===== src/rxe_consts.svh =====
`ifndef RXE_CONSTS_SVH
`define RXE_CONSTS_SVH
// Register indices; byte address is four times the index
`define RXE_IDX_EMD        6'h05
`define RXE_IDX_SST        6'h06
`define RXE_IDX_RXC1       6'h0B
`define RXE_IDX_CTRL       6'h10
`define RXE_IDX_STS        6'h11
`define RXE_EMD_EN_BIT     7
`define RXE_EMD_TOL_BIT    6
`define RXE_EMD_WMASK      8'hCF
`define RXE_EMD_RST        8'h00
`define RXE_SST_WMASK      8'h1F
`define RXE_SST_RST        8'h00
`define RXE_RXC1_PICK_BIT  7
`define RXE_RXC1_RST       8'h00
`define RXE_CTRL_PAR_SKIP  0
`define RXE_CTRL_CRC_SKIP  1
`define RXE_CTRL_NRT_PAY   2
`define RXE_CTRL_AM_EN     3
`define RXE_CTRL_PM_EN     4
`define RXE_CTRL_MANUAL    5
`define RXE_CTRL_WMASK     8'h3F
`define RXE_CTRL_RST       8'h08
// Status fields, bits 0 to 4 sticky, write one to clear; RXE_STS_USE_PM reads the live channel choice
`define RXE_STS_SOFT       0
`define RXE_STS_RESTART    1
`define RXE_STS_EMD        2
`define RXE_STS_CRC        3
`define RXE_STS_START      4
`define RXE_STS_USE_PM     5
`define RXE_HEAD_BITS      3'd4
// Quarter etu at 106 kb/s, in ps, and clock period in ps
`define RXE_QETU_PS        2359950
`define RXE_CLK_PS         50000
`define RXE_QETU_CYC       ((`RXE_QETU_PS + `RXE_CLK_PS - 1) / `RXE_CLK_PS)
`define RXE_SST_MAX        5'h1F
`define RXE_RESP_OK        2'h0
`define RXE_RESP_SLVERR    2'h2
`endif


===== src/rxe_pkg.sv =====
`default_nettype none
package rxe_pkg;
    typedef enum logic [1:0] {RXE_SCR_IDLE, RXE_SCR_HEAD, RXE_SCR_BODY} rxe_scr_state_t;
    typedef enum logic       {RXE_SST_IDLE, RXE_SST_RUN} rxe_sst_state_t;
    typedef enum logic [2:0] {RXE_SEL_NONE, RXE_SEL_EMD, RXE_SEL_SST, RXE_SEL_RXC1,
                              RXE_SEL_CTRL, RXE_SEL_STS} rxe_sel_t;
    typedef struct packed {
        rxe_scr_state_t st;
        logic [2:0]     bit_cnt;
        logic           head_err;
        logic [3:0]     byte_cnt;
        logic           start;
        logic           emd_drop;
        logic           rx_err;
        logic           crc_err;
        logic           frame_ok;
    } rxe_scr_t;
    typedef struct packed {
        rxe_sst_state_t st;
        logic [5:0]     tick;
        logic [4:0]     qcnt;
        logic           soft_err;
        logic           restart;
    } rxe_sst_t;
    typedef struct packed {
        logic       awready;
        logic       wready;
        logic       bvalid;
        logic [1:0] bresp;
        logic       arready;
        logic       rvalid;
        logic [1:0] rresp;
        logic [31:0] rdata;
        logic       aw_got;
        logic       w_got;
        logic [7:0] waddr;
        logic [7:0] wdata;
        logic       wlane0;
        logic [7:0] emd;
        logic [7:0] sst;
        logic [7:0] rxc1;
        logic [7:0] ctrl;
        logic [4:0] sts;
        logic       rx_start;
        logic       soft_err;
        logic       restart;
        logic       emd_drop;
        logic       rx_err;
        logic       crc_err;
        logic       frame_ok;
        logic       use_pm;
    } rxe_top_t;
endpackage
`default_nettype wire


===== src/rxe_rx_if.sv =====
`timescale 1ns/1ps
`default_nettype none
interface rxe_rx_if;
    logic       isoa106;
    logic       isob106;
    logic       tol;
    logic       emd_en;
    logic       crc_skip;
    logic [3:0] thld;
    logic [4:0] sst;
    logic       start;
    logic       emd_drop;
    logic       rx_err;
    logic       crc_err;
    logic       frame_ok;
    logic       soft_err;
    logic       restart;
    modport top (output isoa106, isob106, tol, emd_en, crc_skip, thld, sst,
                 input start, emd_drop, rx_err, crc_err, frame_ok, soft_err, restart);
    modport scr (input isoa106, tol, emd_en, crc_skip, thld,
                 output start, emd_drop, rx_err, crc_err, frame_ok);
    modport tmr (input isob106, emd_en, sst, output soft_err, restart);
endinterface
`default_nettype wire


===== src/rxe_frame_screen.sv =====
`timescale 1ns/1ps
`default_nettype none
`include "rxe_consts.svh"
module rxe_frame_screen (
    input  wire logic aclk,
    input  wire logic aresetn,
    input  wire logic frame_sof,
    input  wire logic bit_valid,
    input  wire logic bit_err,
    input  wire logic byte_done,
    input  wire logic frame_eof,
    input  wire logic frame_err,
    input  wire logic crc_bad,
    rxe_rx_if.scr     rif
);
    rxe_pkg::rxe_scr_t r;
    rxe_pkg::rxe_scr_t n;
    logic              last_head;
    logic              head_bad;
    logic              short_frm;

    assign last_head = bit_valid && (r.bit_cnt == `RXE_HEAD_BITS - 3'd1);
    assign head_bad  = r.head_err || bit_err;
    assign short_frm = r.byte_cnt < rif.thld;

    always_comb begin
        n = r;
        n.start    = 1'b0;
        n.emd_drop = 1'b0;
        n.rx_err   = 1'b0;
        n.crc_err  = 1'b0;
        n.frame_ok = 1'b0;
        case (r.st)
            rxe_pkg::RXE_SCR_IDLE: begin
            end
            rxe_pkg::RXE_SCR_HEAD: begin
                if (bit_valid) begin
                    n.bit_cnt  = r.bit_cnt + 3'd1;
                    n.head_err = head_bad;
                    if (last_head) begin
                        n.st = rxe_pkg::RXE_SCR_BODY;
                        n.start = !head_bad || (rif.tol && rif.isoa106);
                    end
                end
            end
            rxe_pkg::RXE_SCR_BODY: begin
                if (byte_done && r.byte_cnt != 4'hF) begin
                    n.byte_cnt = r.byte_cnt + 4'd1;
                end
            end
            default: n.st = rxe_pkg::RXE_SCR_IDLE;
        endcase
        if (frame_eof && r.st != rxe_pkg::RXE_SCR_IDLE) begin
            n.st = rxe_pkg::RXE_SCR_IDLE;
            if (frame_err && rif.emd_en && short_frm) begin
                n.emd_drop = 1'b1;
            end else if (frame_err) begin
                n.rx_err = 1'b1;
            end else if (crc_bad && !rif.crc_skip) begin
                n.crc_err = 1'b1;
            end else begin
                n.frame_ok = 1'b1;
            end
        end
        if (frame_sof) begin
            n.st       = rxe_pkg::RXE_SCR_HEAD;
            n.bit_cnt  = 3'd0;
            n.head_err = 1'b0;
            n.byte_cnt = 4'd0;
        end
    end

    always_ff @(posedge aclk) begin
        if (!aresetn) begin
            r <= '0;
        end else begin
            r <= n;
        end
    end

    assign rif.start    = r.start;
    assign rif.emd_drop = r.emd_drop;
    assign rif.rx_err   = r.rx_err;
    assign rif.crc_err  = r.crc_err;
    assign rif.frame_ok = r.frame_ok;
endmodule
`default_nettype wire


===== src/rxe_sst_check.sv =====
`timescale 1ns/1ps
`default_nettype none
`include "rxe_consts.svh"
module rxe_sst_check #(
    parameter int QETU_CYC = `RXE_QETU_CYC
) (
    input  wire logic aclk,
    input  wire logic aresetn,
    input  wire logic mask_receive_timer_end,
    input  wire logic subc_detect,
    rxe_rx_if.tmr     rif
);
    rxe_pkg::rxe_sst_t r;
    rxe_pkg::rxe_sst_t n;
    logic              q_wrap;
    logic              early;

    assign q_wrap = r.tick == 6'(QETU_CYC - 1);
    assign early  = r.qcnt < rif.sst;

    always_comb begin
        n = r;
        n.soft_err = 1'b0;
        n.restart  = 1'b0;
        case (r.st)
            rxe_pkg::RXE_SST_IDLE: begin
            end
            rxe_pkg::RXE_SST_RUN: begin
                n.tick = q_wrap ? 6'd0 : r.tick + 6'd1;
                if (q_wrap && r.qcnt != `RXE_SST_MAX) begin
                    n.qcnt = r.qcnt + 5'd1;
                end
                if (subc_detect) begin
                    n.st = rxe_pkg::RXE_SST_IDLE;
                    if (early) begin
                        n.restart  = rif.emd_en;
                        n.soft_err = !rif.emd_en;
                    end
                end else if (!early) begin
                    n.st = rxe_pkg::RXE_SST_IDLE;
                end
            end
            default: n.st = rxe_pkg::RXE_SST_IDLE;
        endcase
        if (mask_receive_timer_end && rif.isob106) begin
            n.st   = rxe_pkg::RXE_SST_RUN;
            n.tick = 6'd0;
            n.qcnt = 5'd0;
        end
    end

    always_ff @(posedge aclk) begin
        if (!aresetn) begin
            r <= '0;
        end else begin
            r <= n;
        end
    end

    assign rif.soft_err = r.soft_err;
    assign rif.restart  = r.restart;
endmodule
`default_nettype wire


===== src/rxe_top.sv =====
// Design decision made here: the AXI4-Lite slave port.
`timescale 1ns/1ps
`default_nettype none
`include "rxe_consts.svh"
// Functional notes
// - Clean first four bits signal receive start
// - Tolerance bit: start despite head error, ISO-A
// - Short erroneous frame below threshold is suppressed
// - Start time five bits, quarter etu steps
// - Early subcarrier at ISO-B raises soft error
// - With suppression, early subcarrier raises restart instead
// - One channel enabled: pick bit selects it
// - Both enabled, manual: pick bit selects framing
// - CRC skip clear checks CRC, set skips
module rxe_top #(
    parameter int ADDR_W   = 8,
    parameter int QETU_CYC = `RXE_QETU_CYC
) (
    input  wire logic              aclk,
    input  wire logic              aresetn,
    input  wire logic [ADDR_W-1:0] s_axi_awaddr,
    input  wire logic              s_axi_awvalid,
    output var  logic              s_axi_awready,
    input  wire logic [31:0]       s_axi_wdata,
    input  wire logic [3:0]        s_axi_wstrb,
    input  wire logic              s_axi_wvalid,
    output var  logic              s_axi_wready,
    output var  logic [1:0]        s_axi_bresp,
    output var  logic              s_axi_bvalid,
    input  wire logic              s_axi_bready,
    input  wire logic [ADDR_W-1:0] s_axi_araddr,
    input  wire logic              s_axi_arvalid,
    output var  logic              s_axi_arready,
    output var  logic [31:0]       s_axi_rdata,
    output var  logic [1:0]        s_axi_rresp,
    output var  logic              s_axi_rvalid,
    input  wire logic              s_axi_rready,
    input  wire logic              mode_isoa106,
    input  wire logic              mode_isob106,
    input  wire logic              frame_sof,
    input  wire logic              bit_valid,
    input  wire logic              bit_err,
    input  wire logic              byte_done,
    input  wire logic              frame_eof,
    input  wire logic              frame_err,
    input  wire logic              crc_bad,
    input  wire logic              mask_receive_timer_end,
    input  wire logic              subc_detect,
    input  wire logic              auto_pick_pm,
    output var  logic              rx_start,
    output var  logic              emd_drop,
    output var  logic              rx_err,
    output var  logic              crc_err,
    output var  logic              frame_ok,
    output var  logic              soft_err_evt,
    output var  logic              restart_evt,
    output var  logic              am_chan_en,
    output var  logic              pm_chan_en,
    output var  logic              rx_use_pm,
    output var  logic              parity_skip,
    output var  logic              nrt_pay_mode
);
    rxe_pkg::rxe_top_t r;
    rxe_pkg::rxe_top_t n;
    rxe_rx_if          rif ();
    rxe_pkg::rxe_sel_t wsel;
    rxe_pkg::rxe_sel_t rsel;
    logic [4:0]        sts_set;
    logic [4:0]        sts_clr;
    logic              am_on;
    logic              pm_on;
    logic              pick;

    function automatic rxe_pkg::rxe_sel_t rxe_decode(input logic [ADDR_W-1:0] a);
        rxe_pkg::rxe_sel_t s;
        s = rxe_pkg::RXE_SEL_NONE;
        if (a[1:0] != 2'h0) return s;
        if (a[ADDR_W-1:2] == (ADDR_W-2)'(`RXE_IDX_EMD)) s = rxe_pkg::RXE_SEL_EMD;
        if (a[ADDR_W-1:2] == (ADDR_W-2)'(`RXE_IDX_SST)) s = rxe_pkg::RXE_SEL_SST;
        if (a[ADDR_W-1:2] == (ADDR_W-2)'(`RXE_IDX_RXC1)) s = rxe_pkg::RXE_SEL_RXC1;
        if (a[ADDR_W-1:2] == (ADDR_W-2)'(`RXE_IDX_CTRL)) s = rxe_pkg::RXE_SEL_CTRL;
        if (a[ADDR_W-1:2] == (ADDR_W-2)'(`RXE_IDX_STS)) s = rxe_pkg::RXE_SEL_STS;
        return s;
    endfunction

    assign rif.isoa106  = mode_isoa106;
    assign rif.isob106  = mode_isob106;
    assign rif.tol      = r.emd[`RXE_EMD_TOL_BIT];
    assign rif.emd_en   = r.emd[`RXE_EMD_EN_BIT];
    assign rif.crc_skip = r.ctrl[`RXE_CTRL_CRC_SKIP];
    assign rif.thld     = r.emd[3:0];
    assign rif.sst      = r.sst[4:0];

    rxe_frame_screen u_scr (
        .aclk      (aclk),
        .aresetn   (aresetn),
        .frame_sof (frame_sof),
        .bit_valid (bit_valid),
        .bit_err   (bit_err),
        .byte_done (byte_done),
        .frame_eof (frame_eof),
        .frame_err (frame_err),
        .crc_bad   (crc_bad),
        .rif       (rif.scr)
    );

    rxe_sst_check #(.QETU_CYC(QETU_CYC)) u_sst (
        .aclk                   (aclk),
        .aresetn                (aresetn),
        .mask_receive_timer_end (mask_receive_timer_end),
        .subc_detect            (subc_detect),
        .rif                    (rif.tmr)
    );

    assign wsel    = rxe_decode(r.waddr[ADDR_W-1:0]);
    assign rsel    = rxe_decode(s_axi_araddr);
    assign am_on   = r.ctrl[`RXE_CTRL_AM_EN];
    assign pm_on   = r.ctrl[`RXE_CTRL_PM_EN];
    assign pick    = r.rxc1[`RXE_RXC1_PICK_BIT];
    assign sts_set = {rif.start, rif.crc_err, rif.emd_drop, rif.restart, rif.soft_err};
    assign sts_clr = (r.aw_got && r.w_got && !r.bvalid && wsel == rxe_pkg::RXE_SEL_STS && r.wlane0)
                     ? r.wdata[4:0] : 5'h00;

    always_comb begin
        n = r;
        n.rx_start = rif.start;
        n.emd_drop = rif.emd_drop;
        n.rx_err   = rif.rx_err;
        n.crc_err  = rif.crc_err;
        n.frame_ok = rif.frame_ok;
        n.soft_err = rif.soft_err;
        n.restart  = rif.restart;
        if (am_on ^ pm_on) begin
            n.use_pm = pick;
        end else if (am_on && pm_on) begin
            n.use_pm = r.ctrl[`RXE_CTRL_MANUAL] ? pick : auto_pick_pm;
        end else begin
            n.use_pm = 1'b0;
        end
        // Sticky status, set wins over clear
        n.sts = (r.sts & ~sts_clr) | sts_set;
        if (s_axi_awvalid && r.awready) begin
            n.aw_got = 1'b1;
            n.waddr  = 8'(s_axi_awaddr);
        end
        if (s_axi_wvalid && r.wready) begin
            n.w_got  = 1'b1;
            n.wdata  = s_axi_wdata[7:0];
            n.wlane0 = s_axi_wstrb[0];
        end
        if (r.aw_got && r.w_got && !r.bvalid) begin
            n.aw_got = 1'b0;
            n.w_got  = 1'b0;
            n.bvalid = 1'b1;
            n.bresp  = (wsel == rxe_pkg::RXE_SEL_NONE) ? `RXE_RESP_SLVERR : `RXE_RESP_OK;
            if (r.wlane0) begin
                case (wsel)
                    rxe_pkg::RXE_SEL_EMD:  n.emd  = r.wdata & `RXE_EMD_WMASK;
                    rxe_pkg::RXE_SEL_SST:  n.sst  = r.wdata & `RXE_SST_WMASK;
                    rxe_pkg::RXE_SEL_RXC1: n.rxc1 = r.wdata;
                    rxe_pkg::RXE_SEL_CTRL: n.ctrl = r.wdata & `RXE_CTRL_WMASK;
                    default: begin
                    end
                endcase
            end
        end else if (r.bvalid && s_axi_bready) begin
            n.bvalid = 1'b0;
        end
        n.awready = !n.aw_got && !n.bvalid;
        n.wready  = !n.w_got && !n.bvalid;
        if (s_axi_arvalid && r.arready) begin
            n.rvalid = 1'b1;
            n.rresp  = (rsel == rxe_pkg::RXE_SEL_NONE) ? `RXE_RESP_SLVERR : `RXE_RESP_OK;
            case (rsel)
                rxe_pkg::RXE_SEL_EMD:  n.rdata = {24'h000000, r.emd};
                rxe_pkg::RXE_SEL_SST:  n.rdata = {24'h000000, r.sst};
                rxe_pkg::RXE_SEL_RXC1: n.rdata = {24'h000000, r.rxc1};
                rxe_pkg::RXE_SEL_CTRL: n.rdata = {24'h000000, r.ctrl};
                rxe_pkg::RXE_SEL_STS:  n.rdata = {26'h0000000, r.use_pm, r.sts};
                default:               n.rdata = 32'h00000000;
            endcase
        end else if (r.rvalid && s_axi_rready) begin
            n.rvalid = 1'b0;
        end
        n.arready = !n.rvalid;
    end

    always_ff @(posedge aclk) begin
        if (!aresetn) begin
            r      <= '0;
            r.emd  <= `RXE_EMD_RST;
            r.sst  <= `RXE_SST_RST;
            r.rxc1 <= `RXE_RXC1_RST;
            r.ctrl <= `RXE_CTRL_RST;
        end else begin
            r <= n;
        end
    end

    assign s_axi_awready = r.awready;
    assign s_axi_wready  = r.wready;
    assign s_axi_bvalid  = r.bvalid;
    assign s_axi_bresp   = r.bresp;
    assign s_axi_arready = r.arready;
    assign s_axi_rvalid  = r.rvalid;
    assign s_axi_rresp   = r.rresp;
    assign s_axi_rdata   = r.rdata;
    assign rx_start      = r.rx_start;
    assign emd_drop      = r.emd_drop;
    assign rx_err        = r.rx_err;
    assign crc_err       = r.crc_err;
    assign frame_ok      = r.frame_ok;
    assign soft_err_evt  = r.soft_err;
    assign restart_evt   = r.restart;
    assign am_chan_en    = r.ctrl[`RXE_CTRL_AM_EN];
    assign pm_chan_en    = r.ctrl[`RXE_CTRL_PM_EN];
    assign rx_use_pm     = r.use_pm;
    assign parity_skip   = r.ctrl[`RXE_CTRL_PAR_SKIP];
    assign nrt_pay_mode  = r.ctrl[`RXE_CTRL_NRT_PAY];
endmodule
`default_nettype wire


===== config.mk =====
export PLATFORM = sky130hd
export DESIGN_NAME = rxe_top
export DESIGN_NICKNAME = d
export VERILOG_FILES = /design/src/rxe_pkg.sv /design/src/rxe_rx_if.sv /design/src/rxe_frame_screen.sv /design/src/rxe_sst_check.sv /design/src/rxe_top.sv
export VERILOG_INCLUDE_DIRS = /design/src /design/src/src
export SDC_FILE = /design/constraint.sdc
export NUM_CORES = 1
export LEC_CHECK = 0
export BUFFER_PORTS_ARGS = -buffer_cell sky130_fd_sc_hd__buf_2
export CAP_MARGIN = 20
export CELL_PAD_IN_SITES_DETAIL_PLACEMENT = 0
export CELL_PAD_IN_SITES_GLOBAL_PLACEMENT = 1
export CORE_MARGIN = 5
export CORE_UTILIZATION = 39
export CTS_CLUSTER_DIAMETER = 60
export DETAILED_ROUTE_END_ITERATION = 10
export PLACE_DENSITY = 0.86
export SLEW_MARGIN = 10
export SYNTH_ARGS = -nofsm -noshare
export SYNTH_HDL_FRONTEND = slang
export SYNTH_SLANG_ARGS = --single-unit

===== constraint.sdc =====
create_clock -name aclk -period 2.9 [get_ports aclk]
set_input_delay 0.58 -clock aclk [delete_from_list [all_inputs] [get_ports aclk]]
set_output_delay 0.58 -clock aclk [all_outputs]
set_load 0.05 [all_outputs]

==> impl_metrics.ini, run 1 <==
[status]
run_status = completed

[power_and_ir_drop]
power.total_mw = 2.97
internal_power_mw = 2.28
total_power_density_per_cell_area_nw_per_um2 = 556
p_sw_mw = 0.693
share_clk_of_total_power = 0.434
power_frac_comb = 0.084
peakVddDrop_mv = 0.363
static-leakage-power_nw = 2.21
power.share.sequential = 0.481
power.switching_fraction = 0.234

[logic_synthesis]
ys_async_sr_fraction = 0
yosys_warnings = 0
synth_top_area_frac = 0.432
ys_dominant_reg_cell = sky130_fd_sc_hd__dfxtp_1
yosysTopAreaCell = sky130_fd_sc_hd__dfxtp_1
synth_cells = 532
ys_seq_area_frac = 0.432
avgSynthCellArea_um2 = 8.81
synthTopCellsByArea = sky130_fd_sc_hd__dfxtp_1, sky130_fd_sc_hd__nand2_1, sky130_fd_sc_hd__buf_4
synth_cell_types = 52
count_of_flip_flops_with_a_built_in_enable_after_synthesis = 0
cell_area_after_synthesis_um2 = 4680
ys_ff_latch = 101

[global_route]
overflow = 0
global_route_wire_length_before_repair_um = 17100
via_count_of_the_first_global_routing_pass = 3630
global_route.usage.total = 0.146
pin_count_of_the_biggest_net_entering_global_routing = 33
grt_antenna_before_repair = 0

[placed_design]
placed_cells_incl_taps = 726
place_hpwl_um = 7780
io_buffer_count = 70
routabilityCongestion = 0.806
dpl_cell_area_um2 = 5020

[floorplanning]
chipWidth_um = 120
die_area_um2 = 14300
rows = 40
core_um2 = 11900
initial_cell_density_of_the_core = 0.393
die_height_um = 120
top_level_ports = 124

[setup_path]
worst-setup-path-type = reg2reg
cp-end-kind = flop
worst_ep_required_ps = 3160
worstPathArrival_ps = 2370
critical_path.startpoint_type = flop
worstPathMaxFanout = 8

[finish]
layout.cells.most_common_list = sky130_fd_sc_hd__dfxtp_1, sky130_fd_sc_hd__nand2_1, sky130_fd_sc_hd__buf_2
antenna_diode_count = 0
post-route-cell-area_um2 = 5340
layout-drive-gt1-share = 0.178
area.sequential_um2 = 2020
layout.cells.non_filler = 741
design.final.nets = 675
fill_cells = 1142
layout.cells.most_common = sky130_fd_sc_hd__dfxtp_1
area_growth_syn_to_layout_pct = 14.0
multi_input_logic_area_um2 = 2340

[sta]
fin_tns_setup_ps = 0
least_margin_pin_slew_ps = 970
final_hold_violation_count = 0
rsz0062_at_grt = false
fmax_achieved_ghz = 0.473
finalSetupViolations = 0
period_minus_slack_ps = 2120
clock_skew_ps = 6.79
timing.slew.headroom = 0.345
final_min_period_over_clock_period = 0.730
slew_viol_final = 0

[route]
drt-total-wl_um = 10200
detail_route.wl_per_cell_um = 13.8
num_vias = 3619
drc = 0
drt.antenna.violating_nets = 0
dr.pass1.iters = 4
viasPerCell = 4.88
first_iter_violations = 195

[clock_network]
numCtsBuffers = 9
worst_setup_hold_path_clk_slew_ps = 70
postCtsSetupBuffers = 0
cts.repair.resized = 0
cts_hold_buffers = 0
cts.sink_count = 101
cts-root-buf = sky130_fd_sc_hd__clkbuf_16
cts_tree = yes
clkLatencyLatePin_ps = 330
cts_htree_levels = 3
clk_path_buf_depth = 2

[flow_run]
cap_violations = 0

[min_path]
min_path_type = in2reg
-- routing by layer --
metal / up-vias / share of wire / global-route usage
met3: 12 / 0.041 / 0.0349
met2: 73 / 0.46 / 0.237
met4: 0 / 0.016 / 0.0565
met1: 1654 / 0.48 / 0.188
met5: - / 0 / 0
li1: 1880 / - / -
-- cells by family (layout without fill, tap and decap cells) --
family / count (synthesis) / in the layout / synth area share
XOR/XNOR: 10 / 10 / 0.0187
AND/OR/NAND/NOR: 205 / 205 / 0.216
adder cells (fa/ha/maj): 14 / 14 / 0.0374
flip-flops: 101 / 101 / 0.432
multiplexers: 33 / 33 / 0.0721
AO/OA/AOI/OAI: 96 / 96 / 0.135
buffers and inverters: 72 / 109 / 0.0881
other: 1 / 26 / 0.000801
-- worst max-delay path, stage by stage, from the launching register on --
cell                        delay [ps]
sky130_fd_sc_hd__dfxtp_1           410
sky130_fd_sc_hd__or3b_1            390
sky130_fd_sc_hd__a2111oi_2         450
sky130_fd_sc_hd__and3_1            540
sky130_fd_sc_hd__mux2i_1           250
-- per-stage QoR --
stage / worst slack, ps / util / hold slack, ps
after floorplan: 875 / - / 412
after global placement: 668 / 0.421 / 422
after detailed placement: 616 / 0.421 / 427
after CTS: 780 / 0.448 / 427
after global routing: 625 / 0.448 / 432
final: 784 / 0.448 / 440
-- state kept, by name, summed over array words and instances (netlist names), 8 cells and up --
| name | flops |
|---|---|
| r | 44 |
| s_axi_rdata | 8 |
| u_sst.r | 12 |
| u_scr.r | 10 |
-- power groups by stage --
| stage | logic [mW] | registers [mW] | clock network, mW |
|---|---|---|---|
| after floorplan | 0.196 | 1.47 | 0 |
| after global placement | 0.247 | 1.46 | 0 |
| after detailed placement | 0.251 | 1.46 | 0 |
| after CTS | 0.252 | 1.43 | 1.32 |
| after global routing | 0.277 | 1.43 | 1.37 |
| final | 0.251 | 1.43 | 1.29 |
-- final cells by class --
class | instances | share of cell area
Sequential cell | 101 | 0.379
Timing Repair Buffer | 77 | 0.0754
Multi-Input combinational cell | 384 | 0.439
Inverter | 17 | 0.0119
Tap cell | 147 | 0.0344
Clock inverter | 3 | 0.0129
Clock buffer | 12 | 0.0480
-- synthesized netlist by cell type (3+ instances only) --
library cell	count
sky130_fd_sc_hd__inv_1	17
sky130_fd_sc_hd__dfxtp_1	101
sky130_fd_sc_hd__nor2_1	31
sky130_fd_sc_hd__o21ai_0	24
sky130_fd_sc_hd__clkbuf_1	15
sky130_fd_sc_hd__nor2b_1	6
sky130_fd_sc_hd__a21o_1	4
sky130_fd_sc_hd__a22o_1	5
sky130_fd_sc_hd__mux2_2	6
sky130_fd_sc_hd__a31oi_1	9
sky130_fd_sc_hd__a21oi_1	18
sky130_fd_sc_hd__nor3_1	12
sky130_fd_sc_hd__buf_2	3
sky130_fd_sc_hd__ha_1	14
sky130_fd_sc_hd__nand3_1	9
sky130_fd_sc_hd__xor2_1	8
sky130_fd_sc_hd__nand4_1	4
sky130_fd_sc_hd__buf_4	37
sky130_fd_sc_hd__nand2b_1	8
sky130_fd_sc_hd__a21boi_0	19
sky130_fd_sc_hd__nand2_1	87
sky130_fd_sc_hd__nor3b_1	4
sky130_fd_sc_hd__and3_1	11
sky130_fd_sc_hd__mux2i_1	27
sky130_fd_sc_hd__and2_1	15
-- path summary, 6_finish.rpt --
path,slack [ps],to,startpoint,cells after the start
min,440,u_scr.r[14],frame_eof,2
max,780,r[23],r[58],4
max reg2reg,780,r[23],r[58],4
min reg2reg,440,frame_ok,u_scr.rif.frame_ok,1
(Power assumes the default switching activity.)
==> inputs of run 2 (changes only) <==
==> constraint.sdc (replaced) <==
create_clock -name aclk -period 2.1 [get_ports aclk]
set_input_delay 0.42 -clock aclk [delete_from_list [all_inputs] [get_ports aclk]]
set_output_delay 0.42 -clock aclk [all_outputs]
set_load 0.05 [all_outputs]
==> run 2 against run 1 <==
Effect of this change:
- final cell count increased by 0.81%
- core utilization increased by 0.23 points
- largest cell class unchanged
- die area unchanged
- worst hold slack got worse by 160 ps
- via count increased by 2.2%
- wire length decreased by 0.14%
- global-route usage decreased by 0.34 points
- critical path depth increased by 1
- fmax increased by 10%
- register-to-register slack got worse by 600 ps
==> impl_metrics.ini, run 2 (synthesis results as in run 1) <==
[flow_run]
cap_violations = 0

[sta]
rsz0062_at_grt = false
final_hold_violation_count = 0
slew_viol_final = 0
fin_tns_setup_ps = 0
period_minus_slack_ps = 1920
final_min_period_over_clock_period = 0.913
setup_slack_ps = 183
final_hold_slack_ps = 282
fmax_achieved_ghz = 0.522
finalSetupViolations = 0
clock_skew_ps = 7.70

[clock_network]
cts.repair.resized = 0
postCtsSetupBuffers = 0
worst_setup_hold_path_clk_slew_ps = 70
cts_tree = yes
numCtsBuffers = 9
cts_hold_buffers = 0
cts_htree_levels = 3
cts.sink_count = 101
cts-root-buf = sky130_fd_sc_hd__clkbuf_16
clkLatencyLatePin_ps = 340
clk_path_buf_depth = 2

[power_and_ir_drop]
share_clk_of_total_power = 0.415
power.share.sequential = 0.496
static-leakage-power_nw = 2.22
power.switching_fraction = 0.246
peakVddDrop_mv = 0.346
p_sw_mw = 0.980
total_power_density_per_cell_area_nw_per_um2 = 742
internal_power_mw = 3.00
power_frac_comb = 0.089

[floorplanning]
die_area_um2 = 14300
core_um2 = 11900
rows = 40
top_level_ports = 124
initial_cell_density_of_the_core = 0.393
chipWidth_um = 120
die_height_um = 120

[setup_path]
worstPathArrival_ps = 2180
worst-setup-path-type = reg2reg
critical_path.startpoint_type = flop
cp-end-kind = flop
worstPathMaxFanout = 8
worst_ep_required_ps = 2360

[finish]
biggest_regs = r (44), u_sst.r (12), u_scr.r (10)
largest_reg_flops = 44
layout.cells.most_common = sky130_fd_sc_hd__dfxtp_1
post-route-cell-area_um2 = 5370
fill_cells = 1188
design.final.nets = 680
multi_input_logic_area_um2 = 2340
regMostFlops = r
area.sequential_um2 = 2020
area_growth_syn_to_layout_pct = 14.6
antenna_diode_count = 0
layout.cells.most_common_list = sky130_fd_sc_hd__dfxtp_1, sky130_fd_sc_hd__nand2_1, sky130_fd_sc_hd__buf_2
layout-drive-gt1-share = 0.187
layout.cells.non_filler = 747

[placed_design]
dpl_cell_area_um2 = 5070
io_buffer_count = 70
routabilityCongestion = 0.813
place_hpwl_um = 7600
dpl_worst_slack_ps = -18.6
placed_cells_incl_taps = 731

[route]
detail_route.wl_per_cell_um = 13.7
viasPerCell = 4.95
drt-total-wl_um = 10200
met3_length_um = 538
routed-wl-met2_um = 4710
wl_met1_um = 4800
dr.max_layer_used = met4
drt.antenna.violating_nets = 0
dr.pass1.iters = 4
first_iter_violations = 185
num_vias = 3700
drc = 0

[global_route]
grt_antenna_before_repair = 0
overflow = 0
global_route.usage.total = 0.143
pin_count_of_the_biggest_net_entering_global_routing = 88
via_count_of_the_first_global_routing_pass = 3526
global_route_wire_length_before_repair_um = 16700

[min_path]
min_path_type = in2reg

[status]
run_status = completed
-- run 2: cell count changes in the layout (fill, tap and decap cells not counted), sizes merged --
cell	previous run	this run
clkinv	1	3
bufinv	2	1
clkbuf	12	11
clkinvlp	0	1
buf	77	82
-- run 2: worst paths after layout --
path | slack, ps | from | cells past startpoint | end
setup / recovery | 180 | r[58] | 5 | r[22]
hold / removal | 280 | frame_eof | 2 | u_scr.r[14]
setup reg to reg | 180 | r[58] | 5 | r[22]
hold reg to reg | 430 | u_scr.rif.frame_ok | 1 | frame_ok
-- run 2: per-layer routing --
metal | up-vias | track usage
met5 | - | 0
met4 | 0 | 0.0501
met3 | 11 | 0.0358
met2 | 97 | 0.223
met1 | 1696 | 0.192
li1 | 1896 | -
-- run 2: stage by stage --
step | utilization | total power, mW
6_report | 0.451 | 3.98
5_1_grt | 0.451 | 4.14
2_1_floorplan | - | 2.31
4_1_cts | 0.451 | 4.02
3_3_place_gp | 0.425 | 2.36
3_5_place_dp | 0.425 | 2.37
-- run 2: power groups by stage --
stage / clock network (mW) / registers, mW / logic, mW
6_report: 1.65 / 1.97 / 0.355
5_1_grt: 1.78 / 1.98 / 0.386
4_1_cts: 1.69 / 1.97 / 0.356
3_5_place_dp: 0 / 2.02 / 0.356
3_3_place_gp: 0 / 2.02 / 0.347
2_1_floorplan: 0 / 2.04 / 0.271
-- run 2: worst max-delay path, cell delays in order, from the launching register on --
cell and delay, ps:
sky130_fd_sc_hd__dfxtp_1 410, sky130_fd_sc_hd__or3b_1 380, sky130_fd_sc_hd__a2111oi_2 450, sky130_fd_sc_hd__and3_1 220
sky130_fd_sc_hd__buf_4 190, sky130_fd_sc_hd__mux2i_1 200
-- run 2: cell type report --
cell class                 instances  area share
inverter                          17      0.0119
multi-input combinational        384       0.436
clock inverter                     5      0.0112
tap                              147      0.0343
clock buffer                      11      0.0452
sequential                       101       0.377
timing repair buffer              82      0.0844
==> inputs of run 3 (changes only) <==
--- a/config.mk
+++ b/config.mk
@@ -6,7 +6,7 @@
 export SDC_FILE = /design/constraint.sdc
 export NUM_CORES = 1
 export LEC_CHECK = 0
-export BUFFER_PORTS_ARGS = -buffer_cell sky130_fd_sc_hd__buf_2
+export BUFFER_PORTS_ARGS = -buffer_cell sky130_fd_sc_hd__buf_4
 export CAP_MARGIN = 20
 export CELL_PAD_IN_SITES_DETAIL_PLACEMENT = 0
 export CELL_PAD_IN_SITES_GLOBAL_PLACEMENT = 1
@@ -15,6 +15,7 @@
 export CTS_CLUSTER_DIAMETER = 60
 export DETAILED_ROUTE_END_ITERATION = 10
 export PLACE_DENSITY = 0.86
+export SETUP_SLACK_MARGIN = 0.4
 export SLEW_MARGIN = 10
 export SYNTH_ARGS = -nofsm -noshare
 export SYNTH_HDL_FRONTEND = slang
==> run 3 against run 2 <==
Effect of this change:
- non-clock buffer count is 6 higher
- clock power rose by 8%
- core utilization rose by 2.8 points
- fmax increased by 9.7%
- power up 4.1%
- critical path depth stayed put
- critical path type unchanged
==> impl_metrics.ini, run 3 (synthesis results as in run 1) <==
[clock_network]
numCtsBuffers = 9
cts-root-buf = sky130_fd_sc_hd__clkbuf_16
clkLatencyLatePin_ps = 340
cts_htree_levels = 3
clk_path_buf_depth = 2
cts_hold_buffers = 0
cts.sink_count = 101
worst_setup_hold_path_clk_slew_ps = 70
cts_tree = yes

[floorplanning]
die_area_um2 = 14300
die_height_um = 120
core_um2 = 11900
top_level_ports = 124
chipWidth_um = 120
rows = 40
initial_cell_density_of_the_core = 0.393

[sta]
finalSetupViolations = 0
fin_tns_setup_ps = 0
rsz0062_at_grt = true
slew_viol_final = 0
fmax_achieved_ghz = 0.572
final_hold_violation_count = 0
clock_skew_ps = 7.03
period_minus_slack_ps = 1750
final_min_period_over_clock_period = 0.832

[route]
drt.antenna.violating_nets = 0
viasPerCell = 4.96
num_vias = 3738
drt-total-wl_um = 10500
first_iter_violations = 186
detail_route.wl_per_cell_um = 13.9
dr.pass1.iters = 4
drc = 0

[global_route]
pin_count_of_the_biggest_net_entering_global_routing = 45
global_route_wire_length_before_repair_um = 16900
global_route.usage.total = 0.145
overflow = 0
grt_antenna_before_repair = 0
via_count_of_the_first_global_routing_pass = 3551

[setup_path]
worst_ep_required_ps = 2370
worst-setup-path-type = reg2reg
cp_slowest_cell = sky130_fd_sc_hd__or3b_4
crit_path_buffers_inverters = 1
critPathTopFamily = simple AND/OR/NAND/NOR gates
worstPathMaxFanout = 8
cp_slowest_stage_delay_ps = 380
worstPathArrival_ps = 2010
cp-end-kind = flop
crit_chain = or3b_4 -> a2111oi_4 -> and3_1 -> buf_6 -> mux2i_1
critical_path.startpoint_type = flop

[flow_run]
cap_violations = 0

[finish]
layout-drive-gt1-share = 0.226
antenna_diode_count = 0
design.final.nets = 686
layout.cells.most_common_list = sky130_fd_sc_hd__dfxtp_1, sky130_fd_sc_hd__nand2_1, sky130_fd_sc_hd__buf_4
regMostFlops = r
biggest_regs = r (44), u_sst.r (12), u_scr.r (10)
largest_reg_flops = 44
area_growth_syn_to_layout_pct = 21.6
layout.cells.most_common = sky130_fd_sc_hd__dfxtp_1
fill_cells = 1141

[power_and_ir_drop]
static-leakage-power_nw = 2.31
total_power_density_per_cell_area_nw_per_um2 = 728
power.total_mw = 4.15
peakVddDrop_mv = 0.350

[placed_design]
routabilityCongestion = 0.819
io_buffer_count = 70
place_hpwl_um = 7920

[min_path]
min_path_type = in2reg

[status]
run_status = completed
-- run 3: cell type report --
type	instances	area (um^2)	area share
Multi-Input combinational cell	384	2420	0.426
Sequential cell	101	2030	0.357
Timing Repair Buffer	88	664	0.117
Clock buffer	12	256	0.0450
Tap cell	147	184	0.0323
Clock inverter	4	70.1	0.0123
Inverter	17	63.8	0.0112
-- run 3: final timing paths --
| check | slack [ps] | start | to | cells after the start |
|---|---|---|---|---|
| worst max-delay path | 350 | r[58] | r[22] | 5 |
| worst max register to register | 350 | r[58] | r[22] | 5 |
| worst min register to register | 440 | u_scr.rif.frame_ok | frame_ok | 1 |
| worst min-delay path | 260 | frame_eof | u_scr.r[14] | 2 |
-- run 3: timing repair --
action	in CTS	in global routing
resized for setup	9	9
pin swaps	3	2
cloned	0	0
endpoints found under the setup margin	23	36
setup buffers	6	3
-- run 3: where the power goes --
group / total (mW) / internal, mW / switching, mW
sequential: 1.97 / 1.95 / 0.0254
combinational: 0.391 / 0.126 / 0.265
clock: 1.78 / 1.11 / 0.677
-- run 3: per-stage QoR --
stage	setup slack (ps)	cells	hold WS (ps)	util	area, um^2
global route	254	753	264	0.478	5700
CTS	353	750	249	0.474	5650
floorplan	312	557	412	-	4830
finish	352	753	259	0.478	5700
global placement	97.7	728	422	0.441	5260
detailed placement	60.1	728	423	0.441	5260
-- run 3: routing by layer --
metal,vias up,share of wire,global-route usage
met1,1735,0.47,0.190
met5,-,0,0
li1,1912,-,-
met2,75,0.46,0.233
met4,0,0.019,0.0637
met3,16,0.047,0.0278
